<file path="src/hw/pmic_seq_params.svh">
`ifndef PMIC_SEQ_PARAMS_SVH
`define PMIC_SEQ_PARAMS_SVH

// ---------------------------------------------------------------
// Register offsets
// ---------------------------------------------------------------
`define OFS_IRQ_STATUS_SECOND      8'h2b
`define OFS_ONOFF_SEQUENCE_FIRST   8'h2c
`define OFS_ONOFF_SEQUENCE_SECOND  8'h2d

// ---------------------------------------------------------------
// Status field positions and reset values
// ---------------------------------------------------------------
`define BIT_KEY_HOLD_SHUTDOWN      7
`define BIT_BUTTON_RISE            6
`define BIT_BUTTON_FALL            5
`define BIT_HIGH_TEMP_PREWARN      1
`define BIT_LOW_TEMP_PREWARN       0
`define RST_IRQ_STATUS_SECOND      8'h00
`define STATUS_LIVE_MASK           8'he3

// ---------------------------------------------------------------
// Slot fields and codes
// ---------------------------------------------------------------
`define SLOT_HI_MSB                7
`define SLOT_HI_LSB                4
`define SLOT_LO_MSB                3
`define SLOT_LO_LSB                0
`define SLOT_OFF                   4'h0
`define SLOT_FIRST_ON              4'h1
`define SLOT_LAST_ON               4'hc
`define RST_SEQ_HOLD               8'h00

// ---------------------------------------------------------------
// Timing and default target address
// ---------------------------------------------------------------
`define CLK_PERIOD_NS              50
`define SEQ_STEP_TIME_NS           1000
`define SEQ_STEP_CYCLES            ((`SEQ_STEP_TIME_NS + `CLK_PERIOD_NS - 1) / `CLK_PERIOD_NS)
`define TARGET_ADDR_DEFAULT        7'h34

`endif

</file>
<file path="src/hw/pmic_seq_pkg.sv">
package pmic_seq_pkg;

  typedef logic [3:0] slot_t;

  typedef enum logic [1:0] {
    SEQ_OFF,
    SEQ_RISE,
    SEQ_ON,
    SEQ_FALL
  } seq_state_e;

  typedef enum logic [3:0] {
    TGT_IDLE,
    TGT_ADDR,
    TGT_ADDR_ACK,
    TGT_PTR,
    TGT_PTR_ACK,
    TGT_WDATA,
    TGT_WDATA_ACK,
    TGT_RDATA,
    TGT_RDATA_ACK
  } tgt_state_e;

endpackage : pmic_seq_pkg

</file>
<file path="src/hw/reg_access_if.sv">
`timescale 1ns/1ns
`default_nettype none

interface reg_access_if;
  logic [7:0] addr;
  logic [7:0] wdata;
  logic [7:0] rdata;
  logic       wr;
  logic       rd;

  modport target (
    output addr,
    output wdata,
    output wr,
    output rd,
    input  rdata
  );

  modport regfile (
    input  addr,
    input  wdata,
    input  wr,
    input  rd,
    output rdata
  );
endinterface : reg_access_if

`default_nettype wire

</file>
<file path="src/hw/two_wire_target.sv">
`timescale 1ns/1ns
`default_nettype none
`include "pmic_seq_params.svh"

module two_wire_target #(
  parameter logic [6:0] TARGET_ADDR = `TARGET_ADDR_DEFAULT
) (
  input  wire logic     i_clk_sys,
  input  wire logic     i_rst_b,
  input  wire logic     i_scl,
  input  wire logic     i_sda,
  output logic          o_sda_o,
  output logic          o_sda_oe,
  reg_access_if.target  bus
);
  import pmic_seq_pkg::*;

  // ---------------------------------------------------------------
  // Pin synchronisers
  // ---------------------------------------------------------------
  logic [1:0] scl_sync_reg;
  logic [1:0] sda_sync_reg;
  logic       scl_prev_reg;
  logic       sda_prev_reg;

  always_ff @(posedge i_clk_sys) begin
    if (!i_rst_b) begin
      scl_sync_reg <= 2'h3;
      sda_sync_reg <= 2'h3;
      scl_prev_reg <= 1'b1;
      sda_prev_reg <= 1'b1;
    end else begin
      scl_sync_reg <= {scl_sync_reg[0], i_scl};
      sda_sync_reg <= {sda_sync_reg[0], i_sda};
      scl_prev_reg <= scl_sync_reg[1];
      sda_prev_reg <= sda_sync_reg[1];
    end
  end

  logic scl_s;
  logic sda_s;
  logic scl_rise;
  logic scl_fall;
  logic start_seen;
  logic stop_seen;

  assign scl_s      = scl_sync_reg[1];
  assign sda_s      = sda_sync_reg[1];
  assign scl_rise   = scl_s & ~scl_prev_reg;
  assign scl_fall   = ~scl_s & scl_prev_reg;
  assign start_seen = scl_s & scl_prev_reg & sda_prev_reg & ~sda_s;
  assign stop_seen  = scl_s & scl_prev_reg & ~sda_prev_reg & sda_s;

  // ---------------------------------------------------------------
  // Byte engine
  // ---------------------------------------------------------------
  tgt_state_e state_reg;
  logic [2:0] bit_cnt_reg;
  logic       byte_full_reg;
  logic [7:0] shift_reg;
  logic [7:0] ptr_reg;
  logic       pull_low_reg;
  logic       nack_reg;
  logic       wr_reg;
  logic       rd_reg;
  logic       is_receive;

  assign is_receive = (state_reg == TGT_ADDR) || (state_reg == TGT_PTR) || (state_reg == TGT_WDATA);

  always_ff @(posedge i_clk_sys) begin
    if (!i_rst_b) begin
      state_reg     <= TGT_IDLE;
      bit_cnt_reg   <= 3'h0;
      byte_full_reg <= 1'b0;
      shift_reg     <= 8'h00;
      ptr_reg       <= 8'h00;
      pull_low_reg  <= 1'b0;
      nack_reg      <= 1'b0;
      wr_reg        <= 1'b0;
      rd_reg        <= 1'b0;
    end else begin
      wr_reg <= 1'b0;
      rd_reg <= 1'b0;
      if (start_seen) begin
        state_reg     <= TGT_ADDR;
        bit_cnt_reg   <= 3'h0;
        byte_full_reg <= 1'b0;
        pull_low_reg  <= 1'b0;
      end else if (stop_seen) begin
        state_reg    <= TGT_IDLE;
        pull_low_reg <= 1'b0;
      end else if (is_receive && scl_rise) begin
        shift_reg     <= {shift_reg[6:0], sda_s};
        bit_cnt_reg   <= bit_cnt_reg + 3'h1;
        byte_full_reg <= (bit_cnt_reg == 3'h7);
      end else if (is_receive && scl_fall && byte_full_reg) begin
        byte_full_reg <= 1'b0;
        case (state_reg)
          TGT_ADDR: begin
            if (shift_reg[7:1] == TARGET_ADDR) begin
              nack_reg     <= shift_reg[0];
              pull_low_reg <= 1'b1;
              state_reg    <= TGT_ADDR_ACK;
            end else begin
              state_reg <= TGT_IDLE;
            end
          end
          TGT_PTR: begin
            ptr_reg      <= shift_reg;
            pull_low_reg <= 1'b1;
            state_reg    <= TGT_PTR_ACK;
          end
          default: begin
            wr_reg       <= 1'b1;
            pull_low_reg <= 1'b1;
            state_reg    <= TGT_WDATA_ACK;
          end
        endcase
      end else if (scl_rise && state_reg == TGT_RDATA_ACK) begin
        nack_reg <= sda_s;
      end else if (scl_fall) begin
        case (state_reg)
          TGT_ADDR_ACK, TGT_RDATA_ACK: begin
            // Read flag sits in nack_reg after an address byte
            if (state_reg == TGT_ADDR_ACK && !nack_reg) begin
              pull_low_reg <= 1'b0;
              bit_cnt_reg  <= 3'h0;
              state_reg    <= TGT_PTR;
            end else if (state_reg == TGT_RDATA_ACK && nack_reg) begin
              pull_low_reg <= 1'b0;
              state_reg    <= TGT_IDLE;
            end else begin
              // Fetch counts as the read, so clear-on-read fires once per byte
              shift_reg    <= bus.rdata;
              rd_reg       <= 1'b1;
              pull_low_reg <= ~bus.rdata[7];
              bit_cnt_reg  <= 3'h0;
              state_reg    <= TGT_RDATA;
            end
          end
          TGT_PTR_ACK: begin
            pull_low_reg <= 1'b0;
            bit_cnt_reg  <= 3'h0;
            state_reg    <= TGT_WDATA;
          end
          TGT_WDATA_ACK: begin
            pull_low_reg <= 1'b0;
            bit_cnt_reg  <= 3'h0;
            ptr_reg      <= ptr_reg + 8'h01;
            state_reg    <= TGT_WDATA;
          end
          TGT_RDATA: begin
            if (bit_cnt_reg == 3'h7) begin
              pull_low_reg <= 1'b0;
              ptr_reg      <= ptr_reg + 8'h01;
              state_reg    <= TGT_RDATA_ACK;
            end else begin
              shift_reg    <= {shift_reg[6:0], 1'b0};
              pull_low_reg <= ~shift_reg[6];
              bit_cnt_reg  <= bit_cnt_reg + 3'h1;
            end
          end
          default: begin
            state_reg <= state_reg;
          end
        endcase
      end
    end
  end

  assign bus.addr  = ptr_reg;
  assign bus.wdata = shift_reg;
  assign bus.wr    = wr_reg;
  assign bus.rd    = rd_reg;
  assign o_sda_o   = 1'b0;
  assign o_sda_oe  = pull_low_reg;

endmodule : two_wire_target

`default_nettype wire

</file>
<file path="src/hw/pmic_status_and_sequence_regs.sv">
`timescale 1ns/1ns
`default_nettype none
`include "pmic_seq_params.svh"

module pmic_status_and_sequence_regs #(
  parameter logic [6:0] TARGET_ADDR     = `TARGET_ADDR_DEFAULT,
  parameter int         RAILS           = 4,
  parameter int         SEQ_STEP_CYCLES = `SEQ_STEP_CYCLES
) (
  input  wire logic       i_clk_sys,
  input  wire logic       i_rst_b,
  input  wire logic       i_scl,
  input  wire logic       i_sda,
  output logic            o_sda_o,
  output logic            o_sda_oe,
  input  wire logic       i_power_button_input,
  input  wire logic       i_key_hold_shutdown,
  input  wire logic       i_high_temp_prewarn,
  input  wire logic       i_low_temp_prewarn,
  input  wire logic [7:0] i_option_seq_first,
  input  wire logic [7:0] i_option_seq_second,
  input  wire logic       i_seq_on_req,
  output logic [3:0]      o_rail_en,
  output logic            o_seq_busy,
  output logic            o_seq_up
);
  import pmic_seq_pkg::*;

  // ---------------------------------------------------------------
  // Elaboration checks
  // ---------------------------------------------------------------
  if (RAILS != 4) begin : g_bad_rails
    $error("RAILS must be 4: two sequence registers hold four slots");
  end
  if (SEQ_STEP_CYCLES < 1 || SEQ_STEP_CYCLES > 65535) begin : g_bad_step
    $error("SEQ_STEP_CYCLES out of range 1..65535");
  end
  if ((`SLOT_HI_MSB - `SLOT_HI_LSB + 1) != $bits(slot_t)) begin : g_bad_hi_field
    $error("Upper slot field must be four bits wide");
  end
  if ((`SLOT_LO_MSB - `SLOT_LO_LSB + 1) != $bits(slot_t)) begin : g_bad_lo_field
    $error("Lower slot field must be four bits wide");
  end
  if ((`STATUS_LIVE_MASK & 8'h1c) != 8'h00) begin : g_bad_mask
    $error("Reserved status bits must stay masked");
  end

  localparam logic [15:0] STEP_RELOAD = 16'(SEQ_STEP_CYCLES - 1);

  // ---------------------------------------------------------------
  // Register access from the two-wire port
  // ---------------------------------------------------------------
  reg_access_if bus ();

  two_wire_target #(
    .TARGET_ADDR (TARGET_ADDR)
  ) u_target (
    .i_clk_sys (i_clk_sys),
    .i_rst_b   (i_rst_b),
    .i_scl     (i_scl),
    .i_sda     (i_sda),
    .o_sda_o   (o_sda_o),
    .o_sda_oe  (o_sda_oe),
    .bus       (bus.target)
  );

  logic wr_seq_first;
  logic wr_seq_second;
  logic rd_status;

  assign wr_seq_first  = bus.wr && (bus.addr == `OFS_ONOFF_SEQUENCE_FIRST);
  assign wr_seq_second = bus.wr && (bus.addr == `OFS_ONOFF_SEQUENCE_SECOND);
  assign rd_status     = bus.rd && (bus.addr == `OFS_IRQ_STATUS_SECOND);

  // ---------------------------------------------------------------
  // Power button synchroniser and edge detect
  // ---------------------------------------------------------------
  logic [1:0] button_sync_reg;
  logic       button_prev_reg;
  logic       button_rise;
  logic       button_fall;

  always_ff @(posedge i_clk_sys) begin
    if (!i_rst_b) begin
      button_sync_reg <= 2'h0;
      button_prev_reg <= 1'b0;
    end else begin
      button_sync_reg <= {button_sync_reg[0], i_power_button_input};
      button_prev_reg <= button_sync_reg[1];
    end
  end

  // Reset state of the button is taken as low, so a held button reports a rise
  assign button_rise = button_sync_reg[1] & ~button_prev_reg;
  assign button_fall = ~button_sync_reg[1] & button_prev_reg;

  // ---------------------------------------------------------------
  // Interrupt status, sticky, cleared on read
  // ---------------------------------------------------------------
  logic [7:0] irq_status_second_reg;
  logic [7:0] irq_status_second_next;
  logic [7:0] status_set;
  logic [7:0] read_clear;

  always_comb begin
    status_set                          = 8'h00;
    status_set[`BIT_KEY_HOLD_SHUTDOWN]  = i_key_hold_shutdown;
    status_set[`BIT_BUTTON_RISE]        = button_rise;
    status_set[`BIT_BUTTON_FALL]        = button_fall;
    status_set[`BIT_HIGH_TEMP_PREWARN]  = i_high_temp_prewarn;
    status_set[`BIT_LOW_TEMP_PREWARN]   = i_low_temp_prewarn;
    // Clear only the bits shifted out (target shift register still holds them),
    // so a set landing in the fetch or clearing cycle waits for the next read
    read_clear             = rd_status ? bus.wdata : 8'h00;
    irq_status_second_next = (irq_status_second_reg & ~read_clear) | status_set;
    irq_status_second_next = irq_status_second_next & `STATUS_LIVE_MASK;
  end

  always_ff @(posedge i_clk_sys) begin
    if (!i_rst_b) begin
      irq_status_second_reg <= `RST_IRQ_STATUS_SECOND;
    end else begin
      irq_status_second_reg <= irq_status_second_next;
    end
  end

  // ---------------------------------------------------------------
  // Sequence slot registers
  // ---------------------------------------------------------------
  logic [7:0] onoff_sequence_first_reg;
  logic [7:0] onoff_sequence_second_reg;
  logic       option_load_reg;

  // Options are sampled after release, never under reset itself
  always_ff @(posedge i_clk_sys) begin
    if (!i_rst_b) begin
      option_load_reg <= 1'b1;
    end else begin
      option_load_reg <= 1'b0;
    end
  end

  always_ff @(posedge i_clk_sys) begin
    if (!i_rst_b) begin
      onoff_sequence_first_reg <= `RST_SEQ_HOLD;
    end else if (option_load_reg) begin
      onoff_sequence_first_reg <= i_option_seq_first;
    end else if (wr_seq_first) begin
      onoff_sequence_first_reg <= bus.wdata;
    end
  end

  always_ff @(posedge i_clk_sys) begin
    if (!i_rst_b) begin
      onoff_sequence_second_reg <= `RST_SEQ_HOLD;
    end else if (option_load_reg) begin
      onoff_sequence_second_reg <= i_option_seq_second;
    end else if (wr_seq_second) begin
      onoff_sequence_second_reg <= bus.wdata;
    end
  end

  slot_t first_converter_slot;
  slot_t second_converter_slot;
  slot_t third_converter_slot;
  slot_t fourth_converter_slot;

  assign first_converter_slot  = onoff_sequence_first_reg[`SLOT_LO_MSB:`SLOT_LO_LSB];
  assign second_converter_slot = onoff_sequence_first_reg[`SLOT_HI_MSB:`SLOT_HI_LSB];
  assign third_converter_slot  = onoff_sequence_second_reg[`SLOT_LO_MSB:`SLOT_LO_LSB];
  assign fourth_converter_slot = onoff_sequence_second_reg[`SLOT_HI_MSB:`SLOT_HI_LSB];

  // ---------------------------------------------------------------
  // Read mux
  // ---------------------------------------------------------------
  // Unmapped offsets read as zero; writes to them are dropped
  always_comb begin
    case (bus.addr)
      `OFS_IRQ_STATUS_SECOND:     bus.rdata = irq_status_second_reg;
      `OFS_ONOFF_SEQUENCE_FIRST:  bus.rdata = onoff_sequence_first_reg;
      `OFS_ONOFF_SEQUENCE_SECOND: bus.rdata = onoff_sequence_second_reg;
      default:                    bus.rdata = 8'h00;
    endcase
  end

  // ---------------------------------------------------------------
  // Sequencer
  // ---------------------------------------------------------------
  seq_state_e  state_reg;
  slot_t       step_reg;
  logic [15:0] wait_reg;
  slot_t       snap_slot_reg [RAILS];
  logic        step_due;

  assign step_due = (wait_reg == 16'h0000);

  // Slots are frozen at power-up so power-down mirrors the same order
  always_ff @(posedge i_clk_sys) begin
    if (!i_rst_b) begin
      snap_slot_reg[0] <= `SLOT_OFF;
      snap_slot_reg[1] <= `SLOT_OFF;
      snap_slot_reg[2] <= `SLOT_OFF;
      snap_slot_reg[3] <= `SLOT_OFF;
    end else if (state_reg == SEQ_OFF && i_seq_on_req && !option_load_reg) begin
      snap_slot_reg[0] <= first_converter_slot;
      snap_slot_reg[1] <= second_converter_slot;
      snap_slot_reg[2] <= third_converter_slot;
      snap_slot_reg[3] <= fourth_converter_slot;
    end
  end

  // Request waits out the option load so the snapshot never holds reset values
  always_ff @(posedge i_clk_sys) begin
    if (!i_rst_b) begin
      state_reg <= SEQ_OFF;
      step_reg  <= `SLOT_OFF;
      wait_reg  <= 16'h0000;
    end else begin
      case (state_reg)
        SEQ_OFF: begin
          if (i_seq_on_req && !option_load_reg) begin
            state_reg <= SEQ_RISE;
            step_reg  <= `SLOT_FIRST_ON;
            wait_reg  <= 16'h0000;
          end
        end
        SEQ_RISE: begin
          if (!step_due) begin
            wait_reg <= wait_reg - 16'h0001;
          end else if (step_reg == `SLOT_LAST_ON) begin
            state_reg <= SEQ_ON;
          end else begin
            step_reg <= step_reg + 4'h1;
            wait_reg <= STEP_RELOAD;
          end
        end
        SEQ_ON: begin
          if (!i_seq_on_req) begin
            state_reg <= SEQ_FALL;
            step_reg  <= `SLOT_LAST_ON;
            wait_reg  <= 16'h0000;
          end
        end
        SEQ_FALL: begin
          if (!step_due) begin
            wait_reg <= wait_reg - 16'h0001;
          end else if (step_reg == `SLOT_FIRST_ON) begin
            state_reg <= SEQ_OFF;
          end else begin
            step_reg <= step_reg - 4'h1;
            wait_reg <= STEP_RELOAD;
          end
        end
        default: begin
          state_reg <= SEQ_OFF;
        end
      endcase
    end
  end

  // ---------------------------------------------------------------
  // Rail enables, one per converter
  // ---------------------------------------------------------------
  logic [RAILS-1:0] rail_en_reg;

  for (genvar g = 0; g < RAILS; g++) begin : g_rail
    logic slot_valid;

    // Codes 0 and 13..15 never match a step, so those rails stay off
    assign slot_valid = (snap_slot_reg[g] >= `SLOT_FIRST_ON) && (snap_slot_reg[g] <= `SLOT_LAST_ON);

    always_ff @(posedge i_clk_sys) begin
      if (!i_rst_b) begin
        rail_en_reg[g] <= 1'b0;
      end else if (state_reg == SEQ_RISE && step_due && slot_valid && snap_slot_reg[g] == step_reg) begin
        rail_en_reg[g] <= 1'b1;
      end else if (state_reg == SEQ_FALL && step_due && snap_slot_reg[g] == step_reg) begin
        rail_en_reg[g] <= 1'b0;
      end
    end
  end

  assign o_rail_en  = rail_en_reg;
  assign o_seq_busy = (state_reg == SEQ_RISE) || (state_reg == SEQ_FALL);
  assign o_seq_up   = (state_reg == SEQ_ON);

endmodule : pmic_status_and_sequence_regs

`default_nettype wire

</file>
<file path="config.mk">
export PLATFORM = sky130hd
export DESIGN_NAME = pmic_status_and_sequence_regs
export DESIGN_NICKNAME = d
export VERILOG_FILES = /design/src/hw/pmic_seq_pkg.sv /design/src/hw/reg_access_if.sv /design/src/hw/two_wire_target.sv /design/src/hw/pmic_status_and_sequence_regs.sv
export VERILOG_INCLUDE_DIRS = /design/src /design/src/hw
export SDC_FILE = /design/constraint.sdc
export NUM_CORES = 1
export LEC_CHECK = 0
export BUFFER_PORTS_ARGS = -buffer_cell sky130_fd_sc_hd__buf_2
export CAP_MARGIN = 0
export CELL_PAD_IN_SITES_DETAIL_PLACEMENT = 1
export CELL_PAD_IN_SITES_GLOBAL_PLACEMENT = 2
export CORE_MARGIN = 3
export CORE_UTILIZATION = 41
export CTS_CLUSTER_SIZE = 25
export DETAILED_ROUTE_END_ITERATION = 10
export PLACE_DENSITY_LB_ADDON = 0.1
export SYNTH_ARGS = -nofsm -noshare
export SYNTH_HDL_FRONTEND = slang
export SYNTH_SLANG_ARGS = --single-unit
</file>
<file path="constraint.sdc">
create_clock -name i_clk_sys -period 7.8 [get_ports i_clk_sys]
set_clock_uncertainty 0.2 [all_clocks]
set_input_delay 0.78 -clock i_clk_sys [delete_from_list [all_inputs] [get_ports i_clk_sys]]
set_output_delay 0.78 -clock i_clk_sys [all_outputs]
set_load 0.01 [all_outputs]
</file>
==> flow_summary.ini, run 1 <==
[outcome]
status = finished clean

[sta]
slew_headroom_pct = 17.9
timing.hold.ws_ns = 0.216
finalHoldViolCount = 0
period_needed_ns = 3.15
setup_total_negative_slack_ns = 0
final_min_period_over_clock_period_pct = 40.4
max_clock_freq_ghz = 0.317
timing_worst_slew_pin_value_ns = 1.22
setup_repair_after_global_routing_missed_its_margin = no
final-max-slew-violation-count = 0
final-setup-viol-count = 0

[placed_design]
dp.cells = 797
quantity_of_i_o_buffers_inserted_on_ports = 31
post-dp-hpwl_um = 10700
gp_congestion = 0.818

[cts]
cts_buffer_depth = 2
cts.repair.resized = 0
post_cts.repair.setup_buffers = 0
cts-hold-fix-buffers = 0
clk-insertion-delay-late_ns = 0.36
cts_made_buffers = 9
cts_tree = yes
clkSlewWorstSetupHoldPaths_ns = 0.07
cts_htree_levels = 3
cts-root-buf = sky130_fd_sc_hd__clkbuf_16
clkSinkCount = 101

[synthesis]
postSynthCellCount = 629
most_used_standard_cells_in_the_synthesized_netlist = sky130_fd_sc_hd__dfxtp_1, sky130_fd_sc_hd__nand2_1, sky130_fd_sc_hd__a21oi_1
synthMostInstantiatedCell = sky130_fd_sc_hd__dfxtp_1
ys_async_sr_fraction_pct = 0
ys_types = 70
synth-warning-count = 0
syn-num-nets = 668
syn_area_mm2 = 0.00556
yosys.area.top_type_share_pct = 30.6
synth_area_per_cell_um2 = 8.83
synth-seq-cells = 101
synth_enable_flop_cells = 16
synthFlopType = sky130_fd_sc_hd__dfxtp_1
synth.yosys.seq_area_share_pct = 39.3
yosys.area.top_type = sky130_fd_sc_hd__dfxtp_1
synthTopCellsByArea = sky130_fd_sc_hd__dfxtp_1, sky130_fd_sc_hd__edfxtp_1, sky130_fd_sc_hd__mux2i_1

[power_and_ir_drop]
p_sw_share_pct = 36.4
max-vdd-ir-drop_v = 0.000156
comb_power_share_pct = 32.1
power.density_mw_per_mm2 = 273
p_int_mw = 1.06
p_switching_uw = 606
static_power_due_to_leakage_nw = 2.30
pwr-share-clk_pct = 27.7
seqPwrFrac_pct = 40.2

[die]
floorplan.initialDensity_pct = 43.0
die_x_um = 122
fp.dieArea_mm2 = 0.0150
dieHeight_um = 122
boundaryPins = 33
fp.coreArea_mm2 = 0.0129
floorplan_row_count = 41

[final_layout]
utilization_pct = 47.1
design.final.nets = 675
diodes_inserted = 0
drive_above_1_share_pct = 11.2
area_growth_syn_to_layout_pct = 9.64
instances_no_fill = 813

[detailed_routing]
route.antenna.remaining_nets = 0
drt-total-wl_um = 15000
first_iter_violations = 333
routed_wire_length_per_instance_um = 18.5
drcViolationCount = 0
drtPass1Iterations = 4
detailed_route_vias_per_instance = 5.87
dr_total_vias = 4770

[global_routing]
grt.met1_usage_pct = 27.6
overflow = 0
vias_in_the_first_global_route = 4775
grt_start_max_net_pins = 44
grt_antenna_before_repair = 0
grt_first_pass_wirelength_um = 24900
global_route.usage.met3_pct = 4.61
globalRoute.busiestLayer = met2
gr-usage-met2_pct = 35.5
gr-usage-all-layers_pct = 21.1

[worst_setup_path]
cp_max_fo = 20
worst-endpoint-arrival_ns = 3.21
end_kind = flip-flop
start_kind = flip-flop
kind_of_critical_path = reg -> reg
critical_path_required_ns = 7.86

[worst_hold_path]
timing.hold.worst.class = reg -> reg

[run]
maxCapViolations = 0
[placed cells by master, fill, tap and decap left out, types with 11 or more instances in the layout]
cell type	n
sky130_fd_sc_hd__a21oi_1	41
sky130_fd_sc_hd__and2_1	31
sky130_fd_sc_hd__buf_2	31
sky130_fd_sc_hd__dfxtp_1	85
sky130_fd_sc_hd__edfxtp_1	16
sky130_fd_sc_hd__ha_1	14
sky130_fd_sc_hd__inv_1	18
sky130_fd_sc_hd__mux2i_1	25
sky130_fd_sc_hd__nand2_1	46
sky130_fd_sc_hd__nand2b_1	13
sky130_fd_sc_hd__nand3_1	21
sky130_fd_sc_hd__nor2_1	31
sky130_fd_sc_hd__nor2b_1	11
sky130_fd_sc_hd__o21ai_0	33
sky130_fd_sc_hd__o31ai_1	13
sky130_fd_sc_hd__or3_1	14
sky130_fd_sc_hd__or4_1	17
sky130_fd_sc_hd__xnor2_1	18
[path summary, 6_finish.rpt]
path	from	end	slack [ns]	cells past startpoint
setup / recovery	u_target.state_reg[0]	u_target.bus.wdata[4]	4.65	5
hold / removal	u_target.scl_sync_reg[0]	u_target.scl_sync_reg[1]	0.22	1
setup reg to reg	u_target.state_reg[0]	u_target.bus.wdata[4]	4.65	5
hold reg to reg	u_target.scl_sync_reg[0]	u_target.scl_sync_reg[1]	0.22	1
[critical path, cell delays in order (launching register included)]
cell	delay, ns
sky130_fd_sc_hd__dfxtp_1	0.72
sky130_fd_sc_hd__nor2b_1	0.38
sky130_fd_sc_hd__o21ai_0	0.33
sky130_fd_sc_hd__a22oi_1	0.95
sky130_fd_sc_hd__o221ai_1	0.27
sky130_fd_sc_hd__o211a_1	0.20
[cell families after synthesis]
family / share of synthesized area (%)
buffers and inverters: 4.14
XOR/XNOR: 3.00
other: 0.0675
AO/OA/AOI/OAI: 20.7
flip-flops: 39.3
adder cells (fa/ha/maj): 3.15
AND/OR/NAND/NOR: 23.4
multiplexers: 6.33
[routing by layer]
metal / up-vias / part of all wire, %
met2: 72 / 49
li1: 2329 / -
met5: - / 0
met3: 8 / 3.4
met4: 0 / 0.92
met1: 2361 / 47
[area by class of cell]
type / instances / area, um2
clock inverter: 7 / 71.3
fill: 1588 / 6840
timing repair buffer: 34 / 178
sequential: 101 / 2180
multi-input combinational: 471 / 3150
inverter: 19 / 71.3
tap: 172 / 215
clock buffer: 9 / 225
[per-stage QoR]
stage	instance area [um2]	total power, mW	setup slack (ns)
finish	6090	1.67	4.65
global route	6090	1.78	4.37
CTS	6090	1.68	4.68
detailed placement	5790	1.22	4.55
global placement	5790	1.19	4.72
floorplan	5560	1.08	5.35
[power groups by stage]
stage | Clock (mW) | Combinational [mW] | Sequential (mW)
detailed placement | 0 | 0.535 | 0.680
global route | 0.498 | 0.607 | 0.680
CTS | 0.472 | 0.538 | 0.669
global placement | 0 | 0.515 | 0.676
floorplan | 0 | 0.434 | 0.648
finish | 0.462 | 0.535 | 0.669
(Power assumes the default switching activity.)
==> run 2, diff against run 1 <==
--- a/config.mk
+++ b/config.mk
@@ -11,7 +11,7 @@
 export CELL_PAD_IN_SITES_DETAIL_PLACEMENT = 1
 export CELL_PAD_IN_SITES_GLOBAL_PLACEMENT = 2
 export CORE_MARGIN = 3
-export CORE_UTILIZATION = 41
+export CORE_UTILIZATION = 34
 export CTS_CLUSTER_SIZE = 25
 export DETAILED_ROUTE_END_ITERATION = 10
 export PLACE_DENSITY_LB_ADDON = 0.1
==> constraint.sdc (replaced) <==
create_clock -name i_clk_sys -period 2.6 [get_ports i_clk_sys]
set_clock_uncertainty 0.2 [all_clocks]
set_input_delay 0.26 -clock i_clk_sys [delete_from_list [all_inputs] [get_ports i_clk_sys]]
set_output_delay 0.26 -clock i_clk_sys [all_outputs]
set_load 0.01 [all_outputs]
==> flow_summary.ini, run 2 (synthesis gave the netlist of run 1 again) <==
[detailed_routing]
dr_total_vias = 4875
route.antenna.remaining_nets = 0
first_iter_violations = 273
drcViolationCount = 0
routed_wire_length_per_instance_um = 17.3
drtPass1Iterations = 4
drt-total-wl_um = 15600
detailed_route_vias_per_instance = 5.42

[sta]
final-setup-viol-count = 0
final_min_period_over_clock_period_pct = 92.5
max_clock_freq_ghz = 0.416
final-max-slew-violation-count = 0
slew_headroom_pct = 55.4
period_needed_ns = 2.41
timing_worst_slew_pin_value_ns = 0.664
finalHoldViolCount = 0
timing.hold.ws_ns = 0.0342
worst_slack_ns = 0.194
setup_repair_after_global_routing_missed_its_margin = no
setup_total_negative_slack_ns = 0

[cts]
clkSlewWorstSetupHoldPaths_ns = 0.07
cts_buffer_depth = 2
cts_made_buffers = 9
clk-insertion-delay-late_ns = 0.35
cts.repair.resized = 0
cts-root-buf = sky130_fd_sc_hd__clkbuf_16
clkSinkCount = 101
cts_tree = yes
post_cts.repair.setup_buffers = 0
cts_htree_levels = 3

[die]
fp.coreArea_mm2 = 0.0159
floorplan.initialDensity_pct = 34.8
boundaryPins = 33
fp.dieArea_mm2 = 0.0179
dieHeight_um = 134
die_x_um = 134
floorplan_row_count = 46

[power_and_ir_drop]
power.density_mw_per_mm2 = 783
static_power_due_to_leakage_nw = 2.50
max-vdd-ir-drop_v = 0.000378

[worst_setup_path]
end_kind = flip-flop
regToRegStartpoint = state_reg[0]
start_kind = flip-flop
critical_path_required_ns = 2.68
worst-endpoint-arrival_ns = 2.48
kind_of_critical_path = reg -> reg
cp_max_fo = 21
cp-startpoint = state_reg[0]
rrSetupSlack_ns = 0.19

[final_layout]
layout_commonest_cell = sky130_fd_sc_hd__dfxtp_1
diodes_inserted = 0
area_growth_syn_to_layout_pct = 17.1
fillers = 1853
layout_common_cells = sky130_fd_sc_hd__dfxtp_1, sky130_fd_sc_hd__nand2_1, sky130_fd_sc_hd__a21oi_1
drive_above_1_share_pct = 14.5
design.final.nets = 718

[run]
maxCapViolations = 0

[placed_design]
post-dp-hpwl_um = 11400
gp_congestion = 0.802
quantity_of_i_o_buffers_inserted_on_ports = 31
detailedPlace.worstSlack_ns = 0.200

[global_routing]
overflow = 0
grt_antenna_before_repair = 0
gr-usage-all-layers_pct = 18.0
grt_first_pass_wirelength_um = 26200
grt_start_max_net_pins = 36
vias_in_the_first_global_route = 5025

[worst_hold_path]
hold_path_startpoint = i_option_seq_first[0]
timing.hold.worst.class = in -> reg

[outcome]
status = finished clean
run 2: metrics by stage:
| step | instance area (um2) | power, mW | utilization, % | std cells |
|---|---|---|---|---|
| global route | 6510 | 5.48 | 40.8 | 900 |
| CTS | 6510 | 5.15 | 40.8 | 900 |
| detailed placement | 6070 | 3.74 | 38.1 | 870 |
| global placement | 6070 | 3.69 | 38.1 | 870 |
| finish | 6510 | 5.10 | 40.8 | 900 |
| floorplan | 5560 | 3.25 | - | 629 |
run 2: per-layer routing:
| layer | track usage [%] | up-vias | share of wire (%) |
|---|---|---|---|
| met5 | 0 | - | 0 |
| met2 | 30.4 | 59 | 48 |
| li1 | - | 2412 | - |
| met4 | 4.69 | 0 | 1.0 |
| met1 | 23.8 | 2393 | 48 |
| met3 | 3.26 | 11 | 2.7 |
run 2: repair_timing:
action                                  CTS  global route
hold buffers                             14             0
endpoints found under the setup margin    0             0
endpoints found under the hold margin    14             0
run 2: where the power goes:
group | switching [mW] | internal, mW
sequential | 0.190 | 1.79
combinational | 1.03 | 0.727
clock | 0.602 | 0.762
total | 1.82 | 3.28
run 2: worst paths after layout:
kind / depth (start not counted) / to
worst min register to register: 1 / u_target.sda_sync_reg[1]
worst max-delay path: 8 / wait_reg[5]
worst min-delay path: 4 / onoff_sequence_first_reg[0]
worst max register to register: 8 / wait_reg[5]
run 2: layout make-up:
| type | count | area (um2) | share of cell area, % |
|---|---|---|---|
| Timing Repair Buffer | 77 | 536 | 8.23 |
| Clock inverter | 2 | 15.0 | 0.231 |
| Clock buffer | 14 | 285 | 4.38 |
| Multi-Input combinational cell | 471 | 3150 | 48.4 |
| Tap cell | 216 | 270 | 4.15 |
| Inverter | 19 | 71.3 | 1.10 |
| Sequential cell | 101 | 2180 | 33.5 |
run 2: worst max-delay path: stages (launching register included):
cell and delay (ns):
sky130_fd_sc_hd__dfxtp_1 0.40, sky130_fd_sc_hd__inv_1 0.08, sky130_fd_sc_hd__ha_1 0.29, sky130_fd_sc_hd__inv_1 0.10
sky130_fd_sc_hd__a2bb2oi_2 0.31, sky130_fd_sc_hd__o31ai_2 0.12, sky130_fd_sc_hd__buf_4 0.22, sky130_fd_sc_hd__or4_1 0.47
sky130_fd_sc_hd__a21oi_1 0.15
